[config.mk]
export PLATFORM = sky130hd
export DESIGN_NAME = adc_serial_output_port
export DESIGN_NICKNAME = d
export VERILOG_FILES = /design/src/rtl/adc_serial_pkg.sv /design/src/rtl/pin_sync.sv /design/src/rtl/port_regs.sv /design/src/rtl/adc_serial_output_port.sv
export VERILOG_INCLUDE_DIRS = /design/src /design/src/rtl
export SDC_FILE = /design/constraint.sdc
export NUM_CORES = 1
export LEC_CHECK = 0
export BUFFER_PORTS_ARGS = -buffer_cell sky130_fd_sc_hd__buf_4
export CAP_MARGIN = 25
export CORE_ASPECT_RATIO = 0.6
export CORE_MARGIN = 8
export CORE_UTILIZATION = 35
export DETAILED_ROUTE_END_ITERATION = 7
export PLACE_DENSITY_LB_ADDON = 0.3
export SLEW_MARGIN = 10
export SYNTH_ARGS = -nofsm -noshare
export SYNTH_HDL_FRONTEND = slang
export SYNTH_SLANG_ARGS = --single-unit
[constraint.sdc]
create_clock -name clock -period 2.2 [get_ports clock]
set_clock_uncertainty 0.05 [all_clocks]
set_input_delay 0.44 -clock clock [delete_from_list [all_inputs] [get_ports clock]]
set_output_delay 0.44 -clock clock [all_outputs]
set_load 0.05 [all_outputs]
[src/rtl/adc_serial_defs.svh]
// Constants of the converter serial output port: counts, field positions, offsets, reset values.
`ifndef ADC_SERIAL_DEFS_SVH
`define ADC_SERIAL_DEFS_SVH

// Conversion word and frame layout.
`define ASP_WORD_BITS        16
`define ASP_FRAME_BITS       22
`define ASP_SYNC_FRAME_LAST  5'h0f
`define ASP_UART_FRAME_LAST  5'h15

// Timing counts in master clock cycles.
`define ASP_CAL_HOLD_CYCLES  3'h4
`define ASP_LOAD_CYCLES      3'h4
`define ASP_SCLK_HIGH_PHASE  2'h0
`define ASP_SCLK_FALL_PHASE  2'h1
`define ASP_CAL_WORK_CYCLES  64

// Register offsets.
`define ASP_REG_STATUS       8'h00
`define ASP_REG_CLEAR        8'h04
`define ASP_REG_ENABLE       8'h08
`define ASP_REG_STATE        8'h0c
`define ASP_REG_WORD         8'h10

// Event bit positions and event count.
`define ASP_EV_LOADED        0
`define ASP_EV_SENT          1
`define ASP_EV_CAL_DONE      2
`define ASP_EV_OVERRUN       3
`define ASP_EV_BITS          4

// Reset values.
`define ASP_ENABLE_RESET     4'h0
`define ASP_SYNC_RESET       7'h02

`endif

[src/rtl/adc_serial_pkg.sv]
// Types shared by the converter serial output port.
package adc_serial_pkg;

  typedef enum logic [1:0] {
    UART_STYLE_MODE        = 2'b00,
    EXTERNAL_CLOCKED_MODE  = 2'b01,
    SELF_CLOCKED_MODE      = 2'b10,
    RESERVED_MODE          = 2'b11
  } serial_mode_e;

  typedef enum logic [1:0] {
    CAL_RUN   = 2'b00,
    CAL_HELD  = 2'b01,
    CAL_WORK  = 2'b10
  } cal_state_e;

  typedef enum logic {
    XFER_IDLE  = 1'b0,
    XFER_SHIFT = 1'b1
  } xfer_state_e;

endpackage : adc_serial_pkg

[src/rtl/pin_sync.sv]
// Three-stage synchroniser whose output follows once the second and third stages agree.
`timescale 1ns/100ps
module pin_sync #(
  parameter int              WIDTH     = 1,
  parameter logic [WIDTH-1:0] RESET_VAL = '0
) (
  input  wire logic             clock,
  input  wire logic             resetn,
  input  wire logic [WIDTH-1:0] pinIn,
  output logic      [WIDTH-1:0] pinOut
);

  logic [WIDTH-1:0] stage1_q;
  logic [WIDTH-1:0] stage2_q;
  logic [WIDTH-1:0] stage3_q;
  wire  [WIDTH-1:0] agree = ~(stage2_q ^ stage3_q);

  always_ff @(posedge clock) begin
    if (!resetn) begin
      stage1_q <= RESET_VAL;
      stage2_q <= RESET_VAL;
      stage3_q <= RESET_VAL;
      pinOut   <= RESET_VAL;
    end else begin
      stage1_q <= pinIn;
      stage2_q <= stage1_q;
      stage3_q <= stage2_q;
      pinOut   <= (agree & stage3_q) | (~agree & pinOut);
    end
  end

endmodule : pin_sync

[src/rtl/port_regs.sv]
// Register port with sticky event status, write-one clear, enable mask and level interrupt.
`timescale 1ns/100ps
`include "adc_serial_defs.svh"
module port_regs (
  input  wire logic                    clock,
  input  wire logic                    resetn,
  input  wire logic [7:0]              addr,
  input  wire logic [31:0]             wrData,
  input  wire logic                    wrStrobe,
  input  wire logic                    rdStrobe,
  output logic      [31:0]             rdData,
  input  wire logic [`ASP_EV_BITS-1:0] events,
  input  wire logic [7:0]              stateView,
  input  wire logic [15:0]             wordView,
  output logic                         irq
);

  logic [`ASP_EV_BITS-1:0] status_q;
  logic [`ASP_EV_BITS-1:0] enable_q;

  wire selStatus = addr == `ASP_REG_STATUS;
  wire selClear  = addr == `ASP_REG_CLEAR;
  wire selEnable = addr == `ASP_REG_ENABLE;
  wire selState  = addr == `ASP_REG_STATE;
  wire selWord   = addr == `ASP_REG_WORD;
  wire [`ASP_EV_BITS-1:0] clearBits = (wrStrobe && selClear) ? wrData[`ASP_EV_BITS-1:0] : '0;
  // A new event outranks a clear of the same bit in the same cycle.
  wire [`ASP_EV_BITS-1:0] status_d = (status_q & ~clearBits) | events;
  wire [31:0] readMux =
      selStatus ? {28'h0000000, status_q} :
      selEnable ? {28'h0000000, enable_q} :
      selState  ? {24'h000000, stateView} :
      selWord   ? {16'h0000, wordView} : 32'h00000000;

  always_ff @(posedge clock) begin
    if (!resetn) begin
      status_q <= '0;
      enable_q <= `ASP_ENABLE_RESET;
      rdData   <= 32'h00000000;
      irq      <= 1'b0;
    end else begin
      status_q <= status_d;
      if (wrStrobe && selEnable) begin
        enable_q <= wrData[`ASP_EV_BITS-1:0];
      end
      rdData <= rdStrobe ? readMux : 32'h00000000;
      irq    <= |(status_d & enable_q);
    end
  end

endmodule : port_regs

[src/rtl/adc_serial_output_port.sv]
// Serial output port of a sigma-delta converter: calibration strobe, word hand-off, framing.
//
// Implementation choices: the address-and-strobe port and the placing of the registers.
`timescale 1ns/100ps
`include "adc_serial_defs.svh"
module adc_serial_output_port
  import adc_serial_pkg::*;
#(
  parameter int CAL_WORK_CYCLES = `ASP_CAL_WORK_CYCLES
) (
  input  wire logic        clock,
  input  wire logic        resetn,
  input  wire logic [1:0]  serialModeSel,
  input  wire logic        calStrobe,
  input  wire logic        cal_type_sel_a,
  input  wire logic        cal_type_sel_b,
  input  wire logic        chipSelectN,
  input  wire logic        sclkIn,
  output logic             sclkOut,
  output logic             sclkOutEn,
  output logic             serial_out,
  output logic             serialOutEn,
  output logic             word_valid_n,
  input  wire logic [15:0] newWord,
  input  wire logic        newWordLoad,
  output logic             calBusy,
  output logic [1:0]       calType,
  input  wire logic [7:0]  regAddr,
  input  wire logic [31:0] regWrData,
  input  wire logic        regWrStrobe,
  input  wire logic        regRdStrobe,
  output logic [31:0]      regRdData,
  output logic             irq
);

  ////////////////////////////////////////////////////////////////////////////////////////////
  // Pin synchronisers and edge detection.

  logic [6:0]   syncOut;
  logic         calPrev_q;
  logic         csPrev_q;
  logic         sclkPrev_q;

  pin_sync #(
    .WIDTH     (7),
    .RESET_VAL (`ASP_SYNC_RESET)
  ) u_pin_sync (
    .clock  (clock),
    .resetn (resetn),
    .pinIn  ({serialModeSel, cal_type_sel_b, cal_type_sel_a, sclkIn, chipSelectN, calStrobe}),
    .pinOut (syncOut)
  );

  wire          calS  = syncOut[0];
  wire          csNS  = syncOut[1];
  wire          sclkS = syncOut[2];
  wire [1:0]    selS  = syncOut[4:3];
  serial_mode_e modeS;
  assign modeS = serial_mode_e'(syncOut[6:5]);

  // Edge memories start at chip select high and link clock low, so reset never fakes a fall.
  wire calRise  = calS & ~calPrev_q;
  wire csFall   = ~csNS & csPrev_q;
  wire sclkFall = ~sclkS & sclkPrev_q;
  wire selfClk  = modeS == SELF_CLOCKED_MODE;
  wire uartMode = modeS == UART_STYLE_MODE;

  ////////////////////////////////////////////////////////////////////////////////////////////
  // Calibration strobe: hold detection, internal reset and calibration cycle.

  cal_state_e   calState_q;
  cal_state_e   calState_d;
  logic [2:0]   holdCnt_q;
  logic [31:0]  workCnt_q;
  logic [1:0]   calType_q;

  wire holdDone = calS && (holdCnt_q == `ASP_CAL_HOLD_CYCLES);
  wire workDone = (calState_q == CAL_WORK) && (workCnt_q == 32'(CAL_WORK_CYCLES - 1));
  wire inReset  = calState_q != CAL_RUN;

  always_comb begin
    calState_d = calState_q;
    case (calState_q)
      CAL_RUN: begin
        if (holdDone) begin
          calState_d = CAL_HELD;
        end
      end
      CAL_HELD: begin
        if (!calS) begin
          calState_d = CAL_WORK;
        end
      end
      CAL_WORK: begin
        if (calS && holdDone) begin
          calState_d = CAL_HELD;
        end else if (workDone) begin
          calState_d = CAL_RUN;
        end
      end
      default: calState_d = CAL_RUN;
    endcase
  end

  // Every step below is a fixed count from the synchronised strobe edge, so converters that
  // share the strobe and master clock leave calibration on the same cycle.
  always_ff @(posedge clock) begin
    if (!resetn) begin
      calState_q <= CAL_RUN;
      holdCnt_q  <= 3'h0;
      workCnt_q  <= 32'h00000000;
      calType_q  <= 2'h0;
      calPrev_q  <= 1'b0;
    end else begin
      calState_q <= calState_d;
      calPrev_q  <= calS;
      // A strobe that returns during calibration starts the hold count afresh.
      holdCnt_q  <= !calS ? 3'h0 : (holdDone ? holdCnt_q : holdCnt_q + 3'h1);
      workCnt_q  <= (calState_q == CAL_WORK && !workDone) ? workCnt_q + 32'h1 : 32'h0;
      if (calRise) begin
        calType_q <= selS;
      end
    end
  end

  ////////////////////////////////////////////////////////////////////////////////////////////
  // Output register load and data-ready.

  logic [2:0]   loadCnt_q;
  logic [15:0]  pendWord_q;
  logic [15:0]  outWord_q;
  logic         wordAvail_q;
  logic         wordAvail_d;
  xfer_state_e  xfer_q;
  logic [4:0]   bitCnt_q;
  logic [21:0]  frame_q;
  logic [1:0]   divCnt_q;

  // Loads arriving during reset or calibration are dropped, keeping data-ready high.
  wire loadStart = newWordLoad && !inReset;
  // A load during a load restarts the four-cycle count, so the last word taken is shown.
  wire loadEnd   = (loadCnt_q == 3'h1) && !inReset;
  wire shifting  = xfer_q == XFER_SHIFT;
  wire shiftTick = selfClk ? (divCnt_q == `ASP_SCLK_FALL_PHASE) : sclkFall;
  wire lastBit   = shifting && !csNS && shiftTick && (bitCnt_q == 5'h00);
  wire xferStart = !shifting && csFall && !inReset;
  wire [4:0] frameLast = uartMode ? `ASP_UART_FRAME_LAST : `ASP_SYNC_FRAME_LAST;

  always_comb begin
    wordAvail_d = wordAvail_q;
    if (inReset || loadStart) begin
      wordAvail_d = 1'b0;
    end else if (loadEnd) begin
      wordAvail_d = 1'b1;
    end else if (lastBit) begin
      wordAvail_d = 1'b0;
    end
  end

  always_ff @(posedge clock) begin
    if (!resetn) begin
      loadCnt_q    <= 3'h0;
      pendWord_q   <= 16'h0000;
      outWord_q    <= 16'h0000;
      wordAvail_q  <= 1'b0;
      word_valid_n <= 1'b1;
    end else begin
      if (inReset) begin
        loadCnt_q <= 3'h0;
      end else if (loadStart) begin
        loadCnt_q  <= `ASP_LOAD_CYCLES;
        pendWord_q <= newWord;
      end else if (loadCnt_q != 3'h0) begin
        loadCnt_q <= loadCnt_q - 3'h1;
      end
      if (loadEnd) begin
        outWord_q <= pendWord_q;
      end
      wordAvail_q  <= wordAvail_d;
      word_valid_n <= ~wordAvail_d;
    end
  end

  ////////////////////////////////////////////////////////////////////////////////////////////
  // Framing and shifting.

  // Puts a byte into transmit order, least significant bit first.
  function automatic logic [7:0] lsbFirst(input logic [7:0] b);
    logic [7:0] r;
    r = 8'h00;
    for (int i = 0; i < 8; i++) begin
      r[7 - i] = b[i];
    end
    return r;
  endfunction : lsbFirst

  // High byte travels first; each byte carries a start bit and two stop bits.
  wire [21:0] uartFrame = {1'b0, lsbFirst(outWord_q[15:8]), 2'b11,
                           1'b0, lsbFirst(outWord_q[7:0]), 2'b11};
  wire [21:0] syncFrame = {outWord_q, 6'h3f};
  wire [21:0] startFrame = uartMode ? uartFrame : syncFrame;

  always_ff @(posedge clock) begin
    if (!resetn) begin
      xfer_q     <= XFER_IDLE;
      bitCnt_q   <= 5'h00;
      frame_q    <= 22'h3fffff;
      divCnt_q   <= 2'h0;
      csPrev_q   <= 1'b1;
      sclkPrev_q <= 1'b0;
    end else begin
      csPrev_q   <= csNS;
      sclkPrev_q <= sclkS;
      divCnt_q   <= shifting ? divCnt_q + 2'h1 : 2'h0;
      case (xfer_q)
        XFER_IDLE: begin
          if (xferStart) begin
            xfer_q   <= XFER_SHIFT;
            frame_q  <= startFrame;
            bitCnt_q <= frameLast;
          end
        end
        XFER_SHIFT: begin
          if (csNS || inReset) begin
            // A cut frame parks the shift register at the idle mark.
            xfer_q  <= XFER_IDLE;
            frame_q <= 22'h3fffff;
          end else if (shiftTick) begin
            frame_q  <= {frame_q[20:0], 1'b1};
            bitCnt_q <= bitCnt_q - 5'h01;
            if (bitCnt_q == 5'h00) begin
              xfer_q <= XFER_IDLE;
            end
          end
        end
        default: xfer_q <= XFER_IDLE;
      endcase
    end
  end

  ////////////////////////////////////////////////////////////////////////////////////////////
  // Pin drivers.

  always_ff @(posedge clock) begin
    if (!resetn) begin
      sclkOut     <= 1'b0;
      sclkOutEn   <= 1'b0;
      serial_out  <= 1'b1;
      serialOutEn <= 1'b0;
      calBusy     <= 1'b0;
      calType     <= 2'h0;
    end else begin
      sclkOutEn   <= selfClk;
      sclkOut     <= selfClk && shifting && !csNS
                     && (divCnt_q == `ASP_SCLK_HIGH_PHASE);
      // Outside a live frame, a cut one included, the data line rests at its idle mark.
      serial_out  <= (shifting && !csNS) ? frame_q[21] : 1'b1;
      serialOutEn <= shifting && !csNS;
      calBusy     <= inReset;
      calType     <= calType_q;
    end
  end

  ////////////////////////////////////////////////////////////////////////////////////////////
  // Registers and interrupt.

  wire [`ASP_EV_BITS-1:0] events;
  assign events[`ASP_EV_LOADED]   = loadEnd;
  assign events[`ASP_EV_SENT]     = lastBit;
  assign events[`ASP_EV_CAL_DONE] = workDone && !calS;
  // Overrun marks a load that lands on a word the host has not yet shifted out.
  assign events[`ASP_EV_OVERRUN]  = loadStart && wordAvail_q;

  port_regs u_port_regs (
    .clock     (clock),
    .resetn    (resetn),
    .addr      (regAddr),
    .wrData    (regWrData),
    .wrStrobe  (regWrStrobe),
    .rdStrobe  (regRdStrobe),
    .rdData    (regRdData),
    .events    (events),
    .stateView ({modeS, calType_q, shifting, calState_q, wordAvail_q}),
    .wordView  (outWord_q),
    .irq       (irq)
  );

endmodule : adc_serial_output_port

Word level (Yosys, flattened, before mapping)
Cells that the tools add are included.
{"block": "word_totals", "reg_bits": 185, "output_inout_bits": 41, "word_cells": 158, "in_bits": 68}
{"block": "op_classes", "reduce_logical": 48, "add_sub_neg": 5, "bitwise_logic": 22, "eq_ne": 18, "n_mux": 31}
{"operator": "2-to-1 mux 22 bit", "count": 4}
{"operator": "one-hot mux 22 bit (2 select lines)", "count": 1}
{"operator": "adder 32 x 1 -> 32 bit (second input constant)", "count": 1}
{"operator": "equality test 32 x 6 -> 1 bit (second input constant)", "count": 1}
{"operator": "2-to-1 mux 5 bit", "count": 4}
{"operator": "logical AND 1 bit", "count": 18}
{"operator": "equality test 8 x 4 -> 1 bit (second input constant)", "count": 2}
{"operator": "2-to-1 mux 8 bit", "count": 2}
{"operator": "bitwise AND 7 bit", "count": 2}
{"operator": "NOT 7 bit", "count": 2}
{"operator": "AND reduction 2 bit", "count": 7}
{"operator": "2-to-1 mux 4 bit", "count": 3}
{"operator": "one-hot mux 5 bit (2 select lines)", "count": 1}
{"operator": "NOT 1 bit", "count": 9}
{"operator": "bitwise AND 4 bit", "count": 2}
{"operator": "equality test 8 x 3 -> 1 bit (second input constant)", "count": 1}
{"operator": "equality test 8 x 5 -> 1 bit (second input constant)", "count": 1}
{"operator": "zero test 8 bit", "count": 1}
{"operator": "2-to-1 mux 1 bit", "count": 8}
{"operator": "2-to-1 mux 2 bit", "count": 4}
{"operator": "inequality test 2 bit (second input constant)", "count": 4}
{"operator": "OR reduction 4 bit", "count": 2}
{"operator": "OR 7 bit", "count": 1}
{"operator": "XOR 7 bit", "count": 1}
{"operator": "28 further kinds", "count": 42}

Depth between registers and ports, before layout
Gate-level depths: netlist (run 1).
{"block": "logic_depth", "word_depth": 9, "ltp_mapped": 7, "ltp_nobuf": 7}

Cells and area by module
From an unflattened synthesis (run 1), not the netlist that was laid out.
{"block": "unflattened", "hier_cells": 779, "area_unflattened_um2": 6897.9}
{"mod": "adc_serial_output_port", "seq_area_each_um2": 2282.2, "area_per_inst_um2": 4832.1, "cells_each": 566, "n_inst": 1}
{"mod": "port_regs", "seq_area_each_um2": 500.5, "area_per_inst_um2": 1242.4, "cells_each": 141, "n_inst": 1}
{"mod": "pin_sync", "seq_area_each_um2": 560.5, "area_per_inst_um2": 823.3, "cells_each": 72, "n_inst": 1}

Worst setup path before layout (run 1)
Ideal clock, no wire load.
{"block": "synth_timing", "kind": "input to register", "start": "input regAddr[5]", "end": "register u_port_regs.rdData[0]", "arrival_time_ns": 1.970, "setup_slack_ns": 0.059, "t_required_ns": 2.029, "stages": 5, "setup_ns": 0.121, "n_path_buf": 0, "path_cell_list": "or4_1 or2_2 or3b_2 nor2_1 o31ai_1"}
{"block": "synth_between", "elab_chain_len": 5, "elab_cells_between_ends": 8, "cone_classes": "eq/ne (3); mux (4); reduce/logical (1)"}
{"item": "start: declaration", "line_no": "adc_serial_output_port.sv:28", "source": "input wire logic [7:0] regAddr,"}
{"item": "equality test 8 x 5 -> 1 bit (no source line)"}
{"item": "2-to-1 mux 8 bit", "line_no": "port_regs.sv:33", "source": "selWord ? {16'h0000, wordView} : 32'h00000000;"}
{"item": "2-to-1 mux 8 bit", "line_no": "port_regs.sv:32", "source": "selState ? {24'h000000, stateView} :"}
{"item": "2-to-1 mux 4 bit", "line_no": "port_regs.sv:31", "source": "selEnable ? {28'h0000000, enable_q} :"}
{"item": "2-to-1 mux 4 bit (*)", "line_no": "port_regs.sv:30", "source": "selStatus ? {28'h0000000, status_q} :"}
{"item": "end signal: assignment", "line_no": "port_regs.sv:46", "source": "rdData <= rdStrobe ? readMux : 32'h00000000;"}
{"item": "end: declaration", "line_no": "port_regs.sv:11", "source": "output logic [31:0] rdData,"}
Every way passes the cells marked *; elsewhere a longest branch is shown, timed or not.
A chain may end at the register's enable or synchronous reset.

Worst setup path after layout (run 1)
{"block": "layout_timing", "start": "register workCnt_q[16]", "end": "register workCnt_q[31]"}
{"block": "layout_between", "elab_chain_len": 5, "elab_cells_between_ends": 6, "cone_classes": "add/sub (1); eq/ne (1); reduce/logical (4)"}
{"item": "start: declaration", "line_no": "adc_serial_output_port.sv:74", "source": "logic [31:0] workCnt_q;"}
{"item": "start signal: assignment", "line_no": "adc_serial_output_port.sv:119", "source": "workCnt_q <= (calState_q == CAL_WORK && !workDone) ? workCnt_q + 32'h1 : 32'h0;"}
{"item": "branches (longest 5 deep; another with adder 32 x 1 -> 32 bit)"}
Parallel ways; which one is timed is not known.

==> results of run 1 <==
==> stage by stage <==
step / cell area (um^2) / utilization / worst slack [ps]
after floorplan: 6790 / - / 59.1
after global placement: 7650 / 0.404 / -123
after detailed placement: 7650 / 0.404 / -128
after CTS: 8190 / 0.433 / 124
after global routing: 8190 / 0.433 / 18.4
final: 8190 / 0.433 / 146
==> power breakdown <==
| group | leakage (uW) | internal, uW | switching, uW |
|---|---|---|---|
| clock | 0.000262 | 1530 | 1210 |
| sequential | 0.00135 | 3070 | 27.7 |
| combinational | 0.00159 | 115 | 196 |
==> flip-flops by register name, summed over array words and instances, names as in the netlist, 3 cells and up, named ones only <==
signal / flops
workCnt_q: 32
frame_q: 20
outWord_q: 16
pendWord_q: 16
u_port_regs.rdData: 16
u_pin_sync.stage1_q: 7
u_pin_sync.stage2_q: 7
u_pin_sync.stage3_q: 7
bitCnt_q: 5
u_port_regs.enable_q: 4
u_port_regs.status_q: 4
holdCnt_q: 3
loadCnt_q: 3
==> placed cells by master (no fill, tap or decap), types with 3 or more instances in the layout <==
master	n
sky130_fd_sc_hd__mux2i_1	6
sky130_fd_sc_hd__and4_1	3
sky130_fd_sc_hd__or3_1	6
sky130_fd_sc_hd__a21oi_1	58
sky130_fd_sc_hd__o21a_1	3
sky130_fd_sc_hd__nor4_1	18
sky130_fd_sc_hd__a21boi_0	5
sky130_fd_sc_hd__nand2_1	119
sky130_fd_sc_hd__nand2b_1	12
sky130_fd_sc_hd__clkbuf_16	17
sky130_fd_sc_hd__nand4_1	9
sky130_fd_sc_hd__a22oi_1	4
sky130_fd_sc_hd__a22o_1	4
sky130_fd_sc_hd__or2_2	4
sky130_fd_sc_hd__ha_1	11
sky130_fd_sc_hd__nand3_1	12
sky130_fd_sc_hd__and2_1	35
sky130_fd_sc_hd__o22ai_1	15
sky130_fd_sc_hd__nor2b_1	7
sky130_fd_sc_hd__o31ai_1	7
sky130_fd_sc_hd__nand3b_1	6
sky130_fd_sc_hd__mux2_2	12
sky130_fd_sc_hd__xnor2_1	18
sky130_fd_sc_hd__clkinvlp_4	3
sky130_fd_sc_hd__inv_1	17
sky130_fd_sc_hd__nand4b_1	4
sky130_fd_sc_hd__and3_1	4
sky130_fd_sc_hd__clkinv_2	3
sky130_fd_sc_hd__o21ai_0	18
sky130_fd_sc_hd__clkbuf_8	3
sky130_fd_sc_hd__xor2_1	11
sky130_fd_sc_hd__nor2_1	54
sky130_fd_sc_hd__nor3_1	13
sky130_fd_sc_hd__dfxtp_1	167
sky130_fd_sc_hd__conb_1	16
sky130_fd_sc_hd__buf_4	103
sky130_fd_sc_hd__o211ai_1	17
==> worst max-delay path, stage by stage, from the launching register on <==
cell,delay (ps)
sky130_fd_sc_hd__dfxtp_1,410
sky130_fd_sc_hd__nand4_2,150
sky130_fd_sc_hd__or3_1,390
sky130_fd_sc_hd__or4_4,510
sky130_fd_sc_hd__or3_1,350
sky130_fd_sc_hd__a21oi_1,130
==> routing by layer <==
metal / global-route usage / vias up
met2: 0.182 / 110
li1: - / 2750
met5: 0 / -
met4: 0.0354 / 0
met3: 0.0329 / 8
met1: 0.214 / 2499
==> path summary, 6_finish.rpt <==
kind | to | slack [ps]
min reg2reg | u_pin_sync.stage2_q[2] | 380
max | workCnt_q[31] | 150
max reg2reg | workCnt_q[31] | 150
min | u_pin_sync.stage1_q[1] | 160
==> cell usage after synthesis, types with 9 or more instances <==
| library cell | instances | area, um^2 |
|---|---|---|
| sky130_fd_sc_hd__dfxtp_1 | 167 | 3340 |
| sky130_fd_sc_hd__nand2_1 | 119 | 447 |
| sky130_fd_sc_hd__a21oi_1 | 58 | 290 |
| sky130_fd_sc_hd__nor2_1 | 54 | 203 |
| sky130_fd_sc_hd__and2_1 | 35 | 219 |
| sky130_fd_sc_hd__clkbuf_1 | 35 | 131 |
| sky130_fd_sc_hd__nor4_1 | 18 | 113 |
| sky130_fd_sc_hd__o21ai_0 | 18 | 90.1 |
| sky130_fd_sc_hd__xnor2_1 | 18 | 158 |
| sky130_fd_sc_hd__inv_1 | 17 | 63.8 |
| sky130_fd_sc_hd__o211ai_1 | 17 | 128 |
| sky130_fd_sc_hd__buf_4 | 16 | 120 |
| sky130_fd_sc_hd__o22ai_1 | 15 | 93.8 |
| sky130_fd_sc_hd__nor3_1 | 13 | 65.1 |
| sky130_fd_sc_hd__mux2_2 | 12 | 135 |
| sky130_fd_sc_hd__nand2b_1 | 12 | 75.1 |
| sky130_fd_sc_hd__nand3_1 | 12 | 60.1 |
| sky130_fd_sc_hd__ha_1 | 11 | 138 |
| sky130_fd_sc_hd__xor2_1 | 11 | 96.3 |
| sky130_fd_sc_hd__nand4_1 | 9 | 56.3 |
==> layout make-up <==
class | count | area, um^2 | share of cell area
Clock buffer | 21 | 470 | 0.0574
Inverter | 18 | 67.6 | 0.00825
Timing Repair Buffer | 104 | 793 | 0.0969
Clock inverter | 10 | 72.6 | 0.00886
Tap cell | 246 | 308 | 0.0376
Sequential cell | 167 | 3340 | 0.408
Multi-Input combinational cell | 535 | 3130 | 0.383
==> kinds of logic (layout without fill, tap and decap cells) <==
family / count (synthesis) / in the layout / share of synthesized area
and+or+nand+nor: 320 / 320 / 0.237
DFF: 167 / 167 / 0.497
AOI/OAI and AO/OA: 141 / 141 / 0.128
buffers and inverters: 72 / 153 / 0.0504
xor gates and xnor gates: 29 / 29 / 0.0377
muxes: 18 / 18 / 0.0290
adders and majority gates: 11 / 11 / 0.0204
other: 1 / 16 / 0.000557
==> metrics.md, run 1 <==
| Metric | Value |
|---|---|
| CTS Sinks | `roughly 170` |
| Pin count of the biggest net entering global routing | `slightly above 40` |
| Max cap viols | `0` |
| Worst setup path startpoint | `workCnt_q[16]` |
| Clock tree from TritonCTS | `built` |
| Overall Global Routing Usage | `0.138` |
| Placeable core area | `roughly 19000 um^2` |
| Count of endpoints failing hold in the final timing report | `0` |
| Area overhead of the layout relative to synthesis | `21.7%` |
| Average wire length per cell after detail routing | `14.8 um` |
| IR Drop Worst-Case VDD | `roughly 670 uV` |
| Fraction of the yosys area taken by sequential cells | `0.497` |
| IO Port Bufs | `64` |
| Clock slew at the register clock pins of the worst setup and hold paths | `roughly 60 ps` |
| Antenna-violating nets left | `0` |
| Worst-path fanout max | `3` |
| Final Critical Period | `2050 ps` |
| Netlist cell types | `56` |
| CTS H-Tree Depth | `4` |
| Total Nets Final | `approximately 920` |
| R2R cell count | `5` |
| Number of I/O pins | `109` |
| Number of storage elements in the synthesis netlist | `~170` |
| Syn Area/Cell | `8.87 um^2` |
| DR iter-0 viols | `around 480` |
| Met3 WL | `687 um` |
| Antenna violations before repair | `0` |
| Clock buffer depth | `2` |
| Resized Gates After CTS | `0` |
| Met2 routed wirelength | `around 6.2 mm` |
| Accumulated negative setup slack | `0 ps` |
| Placed Cells incl. Taps | `around 1100` |
| Width of the chip | `just under 200 um` |
| Final Slew Violations | `0` |
| Yosys warning total | `0` |
| Setup violators final | `0` |
| P_leak | `between 0.003 and 0.004 uW` |
| Non-Filler Instances | `between 1000 and 1500` |
| Arrival time at the worst endpoint | `between 2000 and 2500 ps` |
| Dominant register cell in the synthesized netlist | `sky130_fd_sc_hd__dfxtp_1` |
| Post-route DRC violation count | `0` |
| Post-detailed-routing wire length | `about 16 mm` |
| HP Start | `chipSelectN` |
| Post-synth EDFFs | `0` |
| Share of synthesized registers carrying an async set or reset | `0` |
| Syn Inst Count | `759` |
| Effective utilization at floorplan | `0.356` |
| Global-route wire length before repair | `roughly 27 mm` |
| Final hold slack | `around 160 ps` |
| Die H | `roughly 120 um` |
| Required time worst endpoint | `about 2500 ps` |
| Power density over cell area | `~750 nW/um^2` |
| Final Total Pwr | `approximately 6000 uW` |
| Number of cell rows | `39` |
| FMAX | `~490 MHz` |
| Hold_buf cts | `0` |
| Clock insertion delay at the later pin of the skew report | `410 ps` |
| Number of global-route vias before repair | `between 5000 and 6000` |
| HPWL after detailed placement | `between 10 and 15 mm` |
| Share of cells above drive strength 1 | `0.187` |
| Final weighted congestion in routability-driven placement | `about 0.83` |
| Total via count after detailed routing | `between 5000 and 6000` |
| CP Class | `flop to flop` |
| Worst reg2reg path startpoint | `workCnt_q[16]` |
| N_diodes | `0` |
| Die area | `between 20000 and 25000 um^2` |
| M1 WL | `9.32 mm` |
| Launching element type of the critical path | `flop` |
| Post-Syn Area | `around 6700 um^2` |
| Vias/cell | `between 4 and 5` |
| Final critical-path share of the clock period | `0.933` |
| Crit end category | `flop` |
| Outcome | `complete, no violations` |
| Path type of the worst min-delay path | `primary input to flop` |
| Setup fix buffers added after clock tree synthesis | `0` |
| Highest routed layer | `met4` |
| Total congestion overflow | `0` |
| CTS Buf Count | `17` |
| Fill count | `1904` |
| Depth of the worst hold-timing path | `2` |
| Root buf cell | `sky130_fd_sc_hd__clkbuf_16` |
| RSZ-0062 raised after global routing | `no` |
| Drt pass-1 iters | `6` |
(Power assumes the default switching activity.)
==> inputs of run 2 (changes only) <==
ABC_AREA = 1   (was not set)
==> metrics.md, run 2 <==
| Metric | Value |
|---|---|
| CP Class | `flop to flop` |
| Fraction of the yosys area taken by sequential cells | `0.473 (-0.0238)` |
| Worst-path fanout max | `20 (+17)` |
| Total via count after detailed routing | `6178 (+15%)` |
| Worst reg-to-reg setup slack | `290 ps (+140 ps)` |
| Reported net switching power | `1570 uW (+9.4%)` |
| Setup slack at placement | `155 ps (+283 ps)` |
| CTS H-Tree Depth | `4 (unchanged)` |
| DR iter-0 viols | `467 (-2.5%)` |
| Clock insertion delay at the later pin of the skew report | `430 ps (+20 ps)` |
| Highest-count cells in the layout ignoring fill and taps | `174 x sky130_fd_sc_hd__nand2_1, 167 x sky130_fd_sc_hd__dfxtp_1, 134 x sky130_fd_sc_hd__nor2_1` |
| Clock network fraction of design power | `0.470 (+0.024)` |
| RSZ-0062 raised after global routing | `no` |
| IR Drop Worst-Case VDD | `460 uV (-31%)` |
| Crit path setup slack, layout | `291 ps (+145 ps)` |
| Clock tree from TritonCTS | `built` |
| Placeable core area | `19900 um^2 (+5.2%)` |
| Power density over cell area | `782 nW/um^2 (+4.0%)` |
| Post-Syn Area | `7070 um^2 (+5.0%)` |
| HPWL after detailed placement | `14.3 mm (+22%)` |
| CTS Sinks | `167 (unchanged)` |
| Net Sw Frac | `0.236 (+0.00343)` |
| Crit end category | `flop` |
| Clock buffer depth | `2 (unchanged)` |
| Number of global-route vias before repair | `5504 (+9.4%)` |
| R2R cell count | `10 (+5)` |
| Placed cell area | `7880 um^2 (+3.0%)` |
| Top-area cell type share of the netlist area | `0.473 (-0.0238)` |
| Average wire length per cell after detail routing | `14.4 um (-2.8%)` |
| Vias/cell | `4.69 (-3.8%)` |
| Number of storage elements in the synthesis netlist | `167 (unchanged)` |
| Yosys warning total | `0 (unchanged)` |
| Path type of the worst min-delay path | `primary input to flop` |
| Registers with the most flip-flops | `workCnt_q (32), frame_q (20)` |
| Global-route wire length before repair | `30.2 mm (+13%)` |
| Final weighted congestion in routability-driven placement | `0.934 (+13%)` |
| Number of cell rows | `40 (+2.6%)` |
| N_diodes | `0 (unchanged)` |
| Number of I/O pins | `109 (unchanged)` |
| Effective utilization at floorplan | `0.355 (-0.000576)` |
| Slew margin rel. | `0.667` |
| Antenna violations before repair | `0 (unchanged)` |
| Area of all placed cells without fillers | `8490 um^2 (+3.6%)` |
| Post-detailed-routing wire length | `18.9 mm (+16%)` |
| Top cells by count, synth | `174 x sky130_fd_sc_hd__nand2_1, 167 x sky130_fd_sc_hd__dfxtp_1, 134 x sky130_fd_sc_hd__nor2_1, 115 x sky130_fd_sc_hd__inv_1, 80 x sky130_fd_sc_hd__o21ai_0` |
| Clock slew at the register clock pins of the worst setup and hold paths | `70 ps (about the same)` |
| Post-synth EDFFs | `0 (unchanged)` |
| Final Critical Period | `1910 ps (-145 ps)` |
| Register area | `3340 um^2 (unchanged)` |
| Area overhead of the layout relative to synthesis | `20.0%` |
| Drt pass-1 iters | `5 (-1)` |
| Largest register by flop count | `workCnt_q` |
| Cell Int Power | `5060 uW (+7.3%)` |
| Accumulated negative setup slack | `0 ps (unchanged)` |
| Width of the chip | `199 um (+2.3%)` |
| Die area | `25200 um^2 (+4.5%)` |
| Launching element type of the critical path | `flop` |
| Overall Global Routing Usage | `0.153 (+0.0152)` |
| Arrival time at the worst endpoint | `2180 ps (-170 ps)` |
| Hold_buf cts | `0 (unchanged)` |
| Fill count | `2084 (+9.5%)` |
| Final Slew Violations | `0 (unchanged)` |
| Critical R2R Capture | `workCnt_q[18]` |
| Max cap viols | `0 (unchanged)` |
| Post-route DRC violation count | `0 (unchanged)` |
| IO Port Bufs | `64 (unchanged)` |
| Setup fix buffers added after clock tree synthesis | `0 (unchanged)` |
| Total Nets Final | `1111 (+20%)` |
| Dominant register cell in the synthesized netlist | `sky130_fd_sc_hd__dfxtp_1` |
| FMAX | `524 MHz (+7.6%)` |
| Cell with the most instances after synthesis | `sky130_fd_sc_hd__nand2_1` |
| P_leak | `0.00349 uW (+9.1%)` |
| Post-synth top area cell | `sky130_fd_sc_hd__dfxtp_1` |
| Count of endpoints failing hold in the final timing report | `0 (unchanged)` |
| Worst reg2reg path startpoint | `workCnt_q[1]` |
| Die H | `126 um (+2.2%)` |
| Antenna-violating nets left | `0 (unchanged)` |
| Pin count of the biggest net entering global routing | `61 (+49%)` |
| Slew at the pin with the worst max-slew slack | `a little under 500 ps` |
| Max reg flops | `32 (unchanged)` |
| Setup violators final | `0 (unchanged)` |
| Final critical-path share of the clock period | `0.868 (-0.0659)` |
| Footprint of the multi-input gates | `3070 um^2 (-2.0%)` |
| Total congestion overflow | `0 (unchanged)` |
| Depth of the worst hold-timing path | `3 (+1)` |
| Root buf cell | `sky130_fd_sc_hd__clkbuf_16` |
| Largest cells by area after synthesis | `sky130_fd_sc_hd__dfxtp_1 47%, sky130_fd_sc_hd__nand2_1 9.2%, sky130_fd_sc_hd__nor2_1 7.1%` |
| CTS Buf Count | `17 (unchanged)` |
| Gate power share | `0.059 (+0.008)` |
| HP Start | `sclkIn` |
| Endpoint of the worst hold-timing path | `u_pin_sync.stage1_q[2]` |
| Share of cells above drive strength 1 | `0.137 (-0.0503)` |
| Syn Inst Count | `957 (+26%)` |
| Syn Area/Cell | `7.39 um^2 (-17%)` |
| Share of synthesized registers carrying an async set or reset | `0 (unchanged)` |
| Resized Gates After CTS | `0 (unchanged)` |
| Netlist cell types | `36 (-36%)` |
| Outcome | `complete, no violations` |
| Part of the total power dissipated in sequential elements | `0.471 (-0.033)` |
| Commonest non-fill, non-tap cell in the layout | `sky130_fd_sc_hd__nand2_1` |
| Required time worst endpoint | `2470 ps (-30 ps)` |
| Final design utilization | `0.426 (-0.00646)` |
run 2: cell count changes after synthesis, sizes merged, moves of 16 or more:
cell / previous run / this run
inv: 18 / 122
nor2: 54 / 140
o21ai: 18 / 92
nand2: 119 / 177
and2: 35 / 0
nand3: 12 / 36
a21oi: 58 / 77
clkbuf: 35 / 17
nor4: 18 / 0
xnor2: 18 / 0
nor3: 13 / 30
o211ai: 17 / 1
run 2: worst max-delay path by stage:
stage,slack [ps],depth (start not counted),end,startpoint
after floorplan,600,9,workCnt_q[12],workCnt_q[0]
after global placement,190,7,u_port_regs.rdData[4],regAddr[1]
after detailed placement,160,7,u_port_regs.rdData[5],regAddr[1]
after CTS,290,10,workCnt_q[18],workCnt_q[0]
after global routing,50,10,workCnt_q[18],workCnt_q[0]
final,290,10,workCnt_q[18],workCnt_q[1]
run 2: cell families after synthesis:
kind of cell    Yosys count  share of synthesized area
buf+inv                 166                      0.101
other cells               1                   0.000530
compound gates          198                      0.151
simple gates            405                      0.244
xor+xnor                  9                     0.0111
flops                   167                      0.473
fa+ha+maj                11                     0.0195
run 2: cell type report:
class | instances | area share
clock buffer | 20 | 0.0526
clock inverter | 12 | 0.0192
inverter | 122 | 0.0540
multi-input combinational | 639 | 0.362
sequential | 167 | 0.394
tap | 273 | 0.0402
timing repair buffer | 85 | 0.0781
run 2: per-stage QoR:
stage | hold WS (ps) | cells | power [uW]
global placement | 343 | 1286 | 3580
CTS | 122 | 1318 | 6690
global route | 128 | 1318 | 6880
finish | 139 | 1318 | 6630
detailed placement | 346 | 1286 | 3580
floorplan | 340 | 972 | 3460
run 2: routing by layer:
layer	vias to the layer above	share of wire	GRT usage
met5	-	0	0
met4	0	0.012	0.0453
met3	20	0.078	0.0476
met2	189	0.36	0.181
met1	2753	0.55	0.245
li1	3216	-	-
run 2: worst max-delay path: stages, from the launching register on:
cell,delay [ps]
sky130_fd_sc_hd__dfxtp_1,330
sky130_fd_sc_hd__ha_1,210
sky130_fd_sc_hd__nand2_1,80
sky130_fd_sc_hd__nor2_1,250
sky130_fd_sc_hd__nand3_1,110
sky130_fd_sc_hd__nor2_1,170
sky130_fd_sc_hd__nand2_1,110
sky130_fd_sc_hd__nand3_1,150
sky130_fd_sc_hd__buf_12,180
sky130_fd_sc_hd__a21oi_1,50
sky130_fd_sc_hd__o21a_1,100
run 2: power by group through the flow:
stage	clock network (uW)	logic (uW)	registers (uW)
detailed placement	0	386	3190
floorplan	0	268	3190
CTS	3180	389	3130
global route	3320	430	3130
finish	3120	391	3130
global placement	0	383	3190
==> inputs of run 3 (changes only) <==
CELL_PAD_IN_SITES_DETAIL_PLACEMENT = 0   (was not set)
CELL_PAD_IN_SITES_GLOBAL_PLACEMENT = 1   (was not set)
GPL_ROUTABILITY_DRIVEN = 0   (was not set)
clock period = 2.4 ns   (was 2.2 ns; I/O delays follow)
==> metrics.md, run 3 (synthesis results as in run 2) <==
| Metric | Value |
|---|---|
| Clock tree from TritonCTS | `built` |
| Fill count | `2128 (+2.1%)` |
| Non-Filler Instances | `1312 (-0.46%)` |
| Post-route DRC violation count | `0 (unchanged)` |
| Highest-count cells in the layout ignoring fill and taps | `174 x sky130_fd_sc_hd__nand2_1, 167 x sky130_fd_sc_hd__dfxtp_1, 134 x sky130_fd_sc_hd__nor2_1` |
| Post-detailed-routing wire length | `19.8 mm (+4.5%)` |
| CTS H-Tree Depth | `4 (unchanged)` |
| Largest register by flop count | `workCnt_q` |
| CTS Buf Count | `17 (unchanged)` |
| Total Nets Final | `1105 (-0.54%)` |
| Registers with the most flip-flops | `workCnt_q (32), frame_q (20)` |
| Root buf cell | `sky130_fd_sc_hd__clkbuf_16` |
| Total congestion overflow | `0 (unchanged)` |
| Placed Cells incl. Taps | `1280 (-0.47%)` |
| Required time worst endpoint | `2680 ps (+210 ps)` |
| Die H | `126 um (unchanged)` |
| Outcome | `complete, no violations` |
| IO Port Bufs | `64 (unchanged)` |
| Accumulated negative setup slack | `0 ps (unchanged)` |
| P_leak | `0.00349 uW (-0.20%)` |
| Count of endpoints failing hold in the final timing report | `0 (unchanged)` |
| Vias/cell | `4.67 (-0.44%)` |
| Pin count of the biggest net entering global routing | `60 (-1.6%)` |
| DR iter-0 viols | `529 (+13%)` |
| Worst-path fanout max | `26 (+30%)` |
| Commonest non-fill, non-tap cell in the layout | `sky130_fd_sc_hd__nand2_1` |
| RSZ-0062 raised after global routing | `no` |
| CP Class | `flop to flop` |
| IR Drop Worst-Case VDD | `518 uV (+13%)` |
| FMAX | `499 MHz (-4.8%)` |
| Number of I/O pins | `109 (unchanged)` |
| Antenna-violating nets left | `0 (unchanged)` |
| Placeable core area | `19900 um^2 (unchanged)` |
| Power density over cell area | `734 nW/um^2 (-6.0%)` |
| Share of cells above drive strength 1 | `0.133 (-0.00402)` |
| Final Critical Period | `2010 ps (+96.9 ps)` |
| Path type of the worst min-delay path | `primary input to flop` |
| Overall Global Routing Usage | `0.160 (+0.00674)` |
| Clock slew at the register clock pins of the worst setup and hold paths | `70 ps (about the same)` |
| HPWL after detailed placement | `14.8 mm (+3.6%)` |
| Final critical-path share of the clock period | `0.836 (-0.0319)` |
| Area of all placed cells without fillers | `8480 um^2 (-0.12%)` |
| Footprint of the multi-input gates | `3070 um^2 (unchanged)` |
| Drt pass-1 iters | `5 (unchanged)` |
| Global-route wire length before repair | `31.3 mm (+3.8%)` |
| Setup fix buffers added after clock tree synthesis | `0 (unchanged)` |
| Total via count after detailed routing | `6123 (-0.89%)` |
| Area overhead of the layout relative to synthesis | `19.9%` |
| Die area | `25200 um^2 (unchanged)` |
| Antenna violations before repair | `0 (unchanged)` |
| Register area | `3340 um^2 (unchanged)` |
| Max reg flops | `32 (unchanged)` |
| Resized Gates After CTS | `0 (unchanged)` |
| Clock buffer depth | `2 (unchanged)` |
| CTS Sinks | `167 (unchanged)` |
| Number of cell rows | `40 (unchanged)` |
| Number of global-route vias before repair | `5516 (+0.22%)` |
| N_diodes | `0 (unchanged)` |
| Clock insertion delay at the later pin of the skew report | `430 ps (about the same)` |
| Arrival time at the worst endpoint | `2290 ps (+110 ps)` |
| Average wire length per cell after detail routing | `15.1 um (+5.0%)` |
| Placed cell area | `7830 um^2 (-0.57%)` |
| Final Total Pwr | `6230 uW (-6.1%)` |
| Hold_buf cts | `0 (unchanged)` |
| Launching element type of the critical path | `flop` |
| Final Slew Violations | `0 (unchanged)` |
| Setup violators final | `0 (unchanged)` |
| Width of the chip | `199 um (unchanged)` |
| Effective utilization at floorplan | `0.355 (unchanged)` |
| Crit end category | `flop` |
| Max cap viols | `0 (unchanged)` |
-- run 3: cell types whose count changed in the layout (fill, tap and decap cells not counted) --
| cell | before | now |
|---|---|---|
| sky130_fd_sc_hd__buf_4 | 83 | 77 |
| sky130_fd_sc_hd__clkbuf_1 | 2 | 1 |
| sky130_fd_sc_hd__bufinv_16 | 3 | 4 |
| sky130_fd_sc_hd__clkbuf_8 | 1 | 0 |
| sky130_fd_sc_hd__clkinvlp_4 | 1 | 0 |
| sky130_fd_sc_hd__inv_6 | 4 | 3 |
| sky130_fd_sc_hd__clkinv_8 | 0 | 1 |
| sky130_fd_sc_hd__inv_8 | 1 | 3 |
-- run 3: worst paths after layout --
path,slack (ps),cells after the start,end,from
hold reg to reg,360,2,u_pin_sync.stage2_q[3],u_pin_sync.stage1_q[3]
setup / recovery,390,10,workCnt_q[18],workCnt_q[1]
hold / removal,170,3,u_pin_sync.stage1_q[5],serialModeSel[0]
setup reg to reg,390,10,workCnt_q[18],workCnt_q[1]
-- run 3: power breakdown --
| group | total, uW | switching, uW | leakage (uW) | internal (uW) |
|---|---|---|---|---|
| Clock | 3000 | 1220 | 0.000318 | 1780 |
| Combinational | 355 | 238 | 0.00181 | 118 |
| Sequential | 2870 | 30.4 | 0.00136 | 2840 |
| Total | 6230 | 1490 | 0.00349 | 4730 |
-- run 3: metal layers --
metal,wire length [um],track usage,part of all wire
met4,108,0.0336,0.0055
met2,7200,0.192,0.36
met3,1070,0.0380,0.054
met1,11400,0.266,0.58
met5,0,0,0
-- run 3: layout make-up --
class / count / area share
clock buffers: 18 / 0.0506
well taps: 273 / 0.0403
clock inverters: 14 / 0.0254
repair buffers: 79 / 0.0729
multi-input cells: 639 / 0.362
inverters: 122 / 0.0540
flip-flops and latches: 167 / 0.394
-- run 3: worst max-delay path, stage by stage (launching register included) --
cell	delay, ps
sky130_fd_sc_hd__dfxtp_1	350
sky130_fd_sc_hd__ha_1	220
sky130_fd_sc_hd__nand2_1	100
sky130_fd_sc_hd__nor2_1	210
sky130_fd_sc_hd__nand3_1	100
sky130_fd_sc_hd__nor2_1	210
sky130_fd_sc_hd__nand2_1	140
sky130_fd_sc_hd__nand3_1	150
sky130_fd_sc_hd__buf_12	210
sky130_fd_sc_hd__a21oi_1	60
sky130_fd_sc_hd__o21a_1	100
-- run 3: through the flow --
stage / hold WS, ps / setup slack (ps) / util
final: 173 / 394 / 0.426
after global routing: 159 / 232 / 0.426
after CTS: 158 / 386 / 0.426
after detailed placement: 345 / 392 / 0.393
after global placement: 343 / 393 / 0.393
after floorplan: 340 / 780 / -
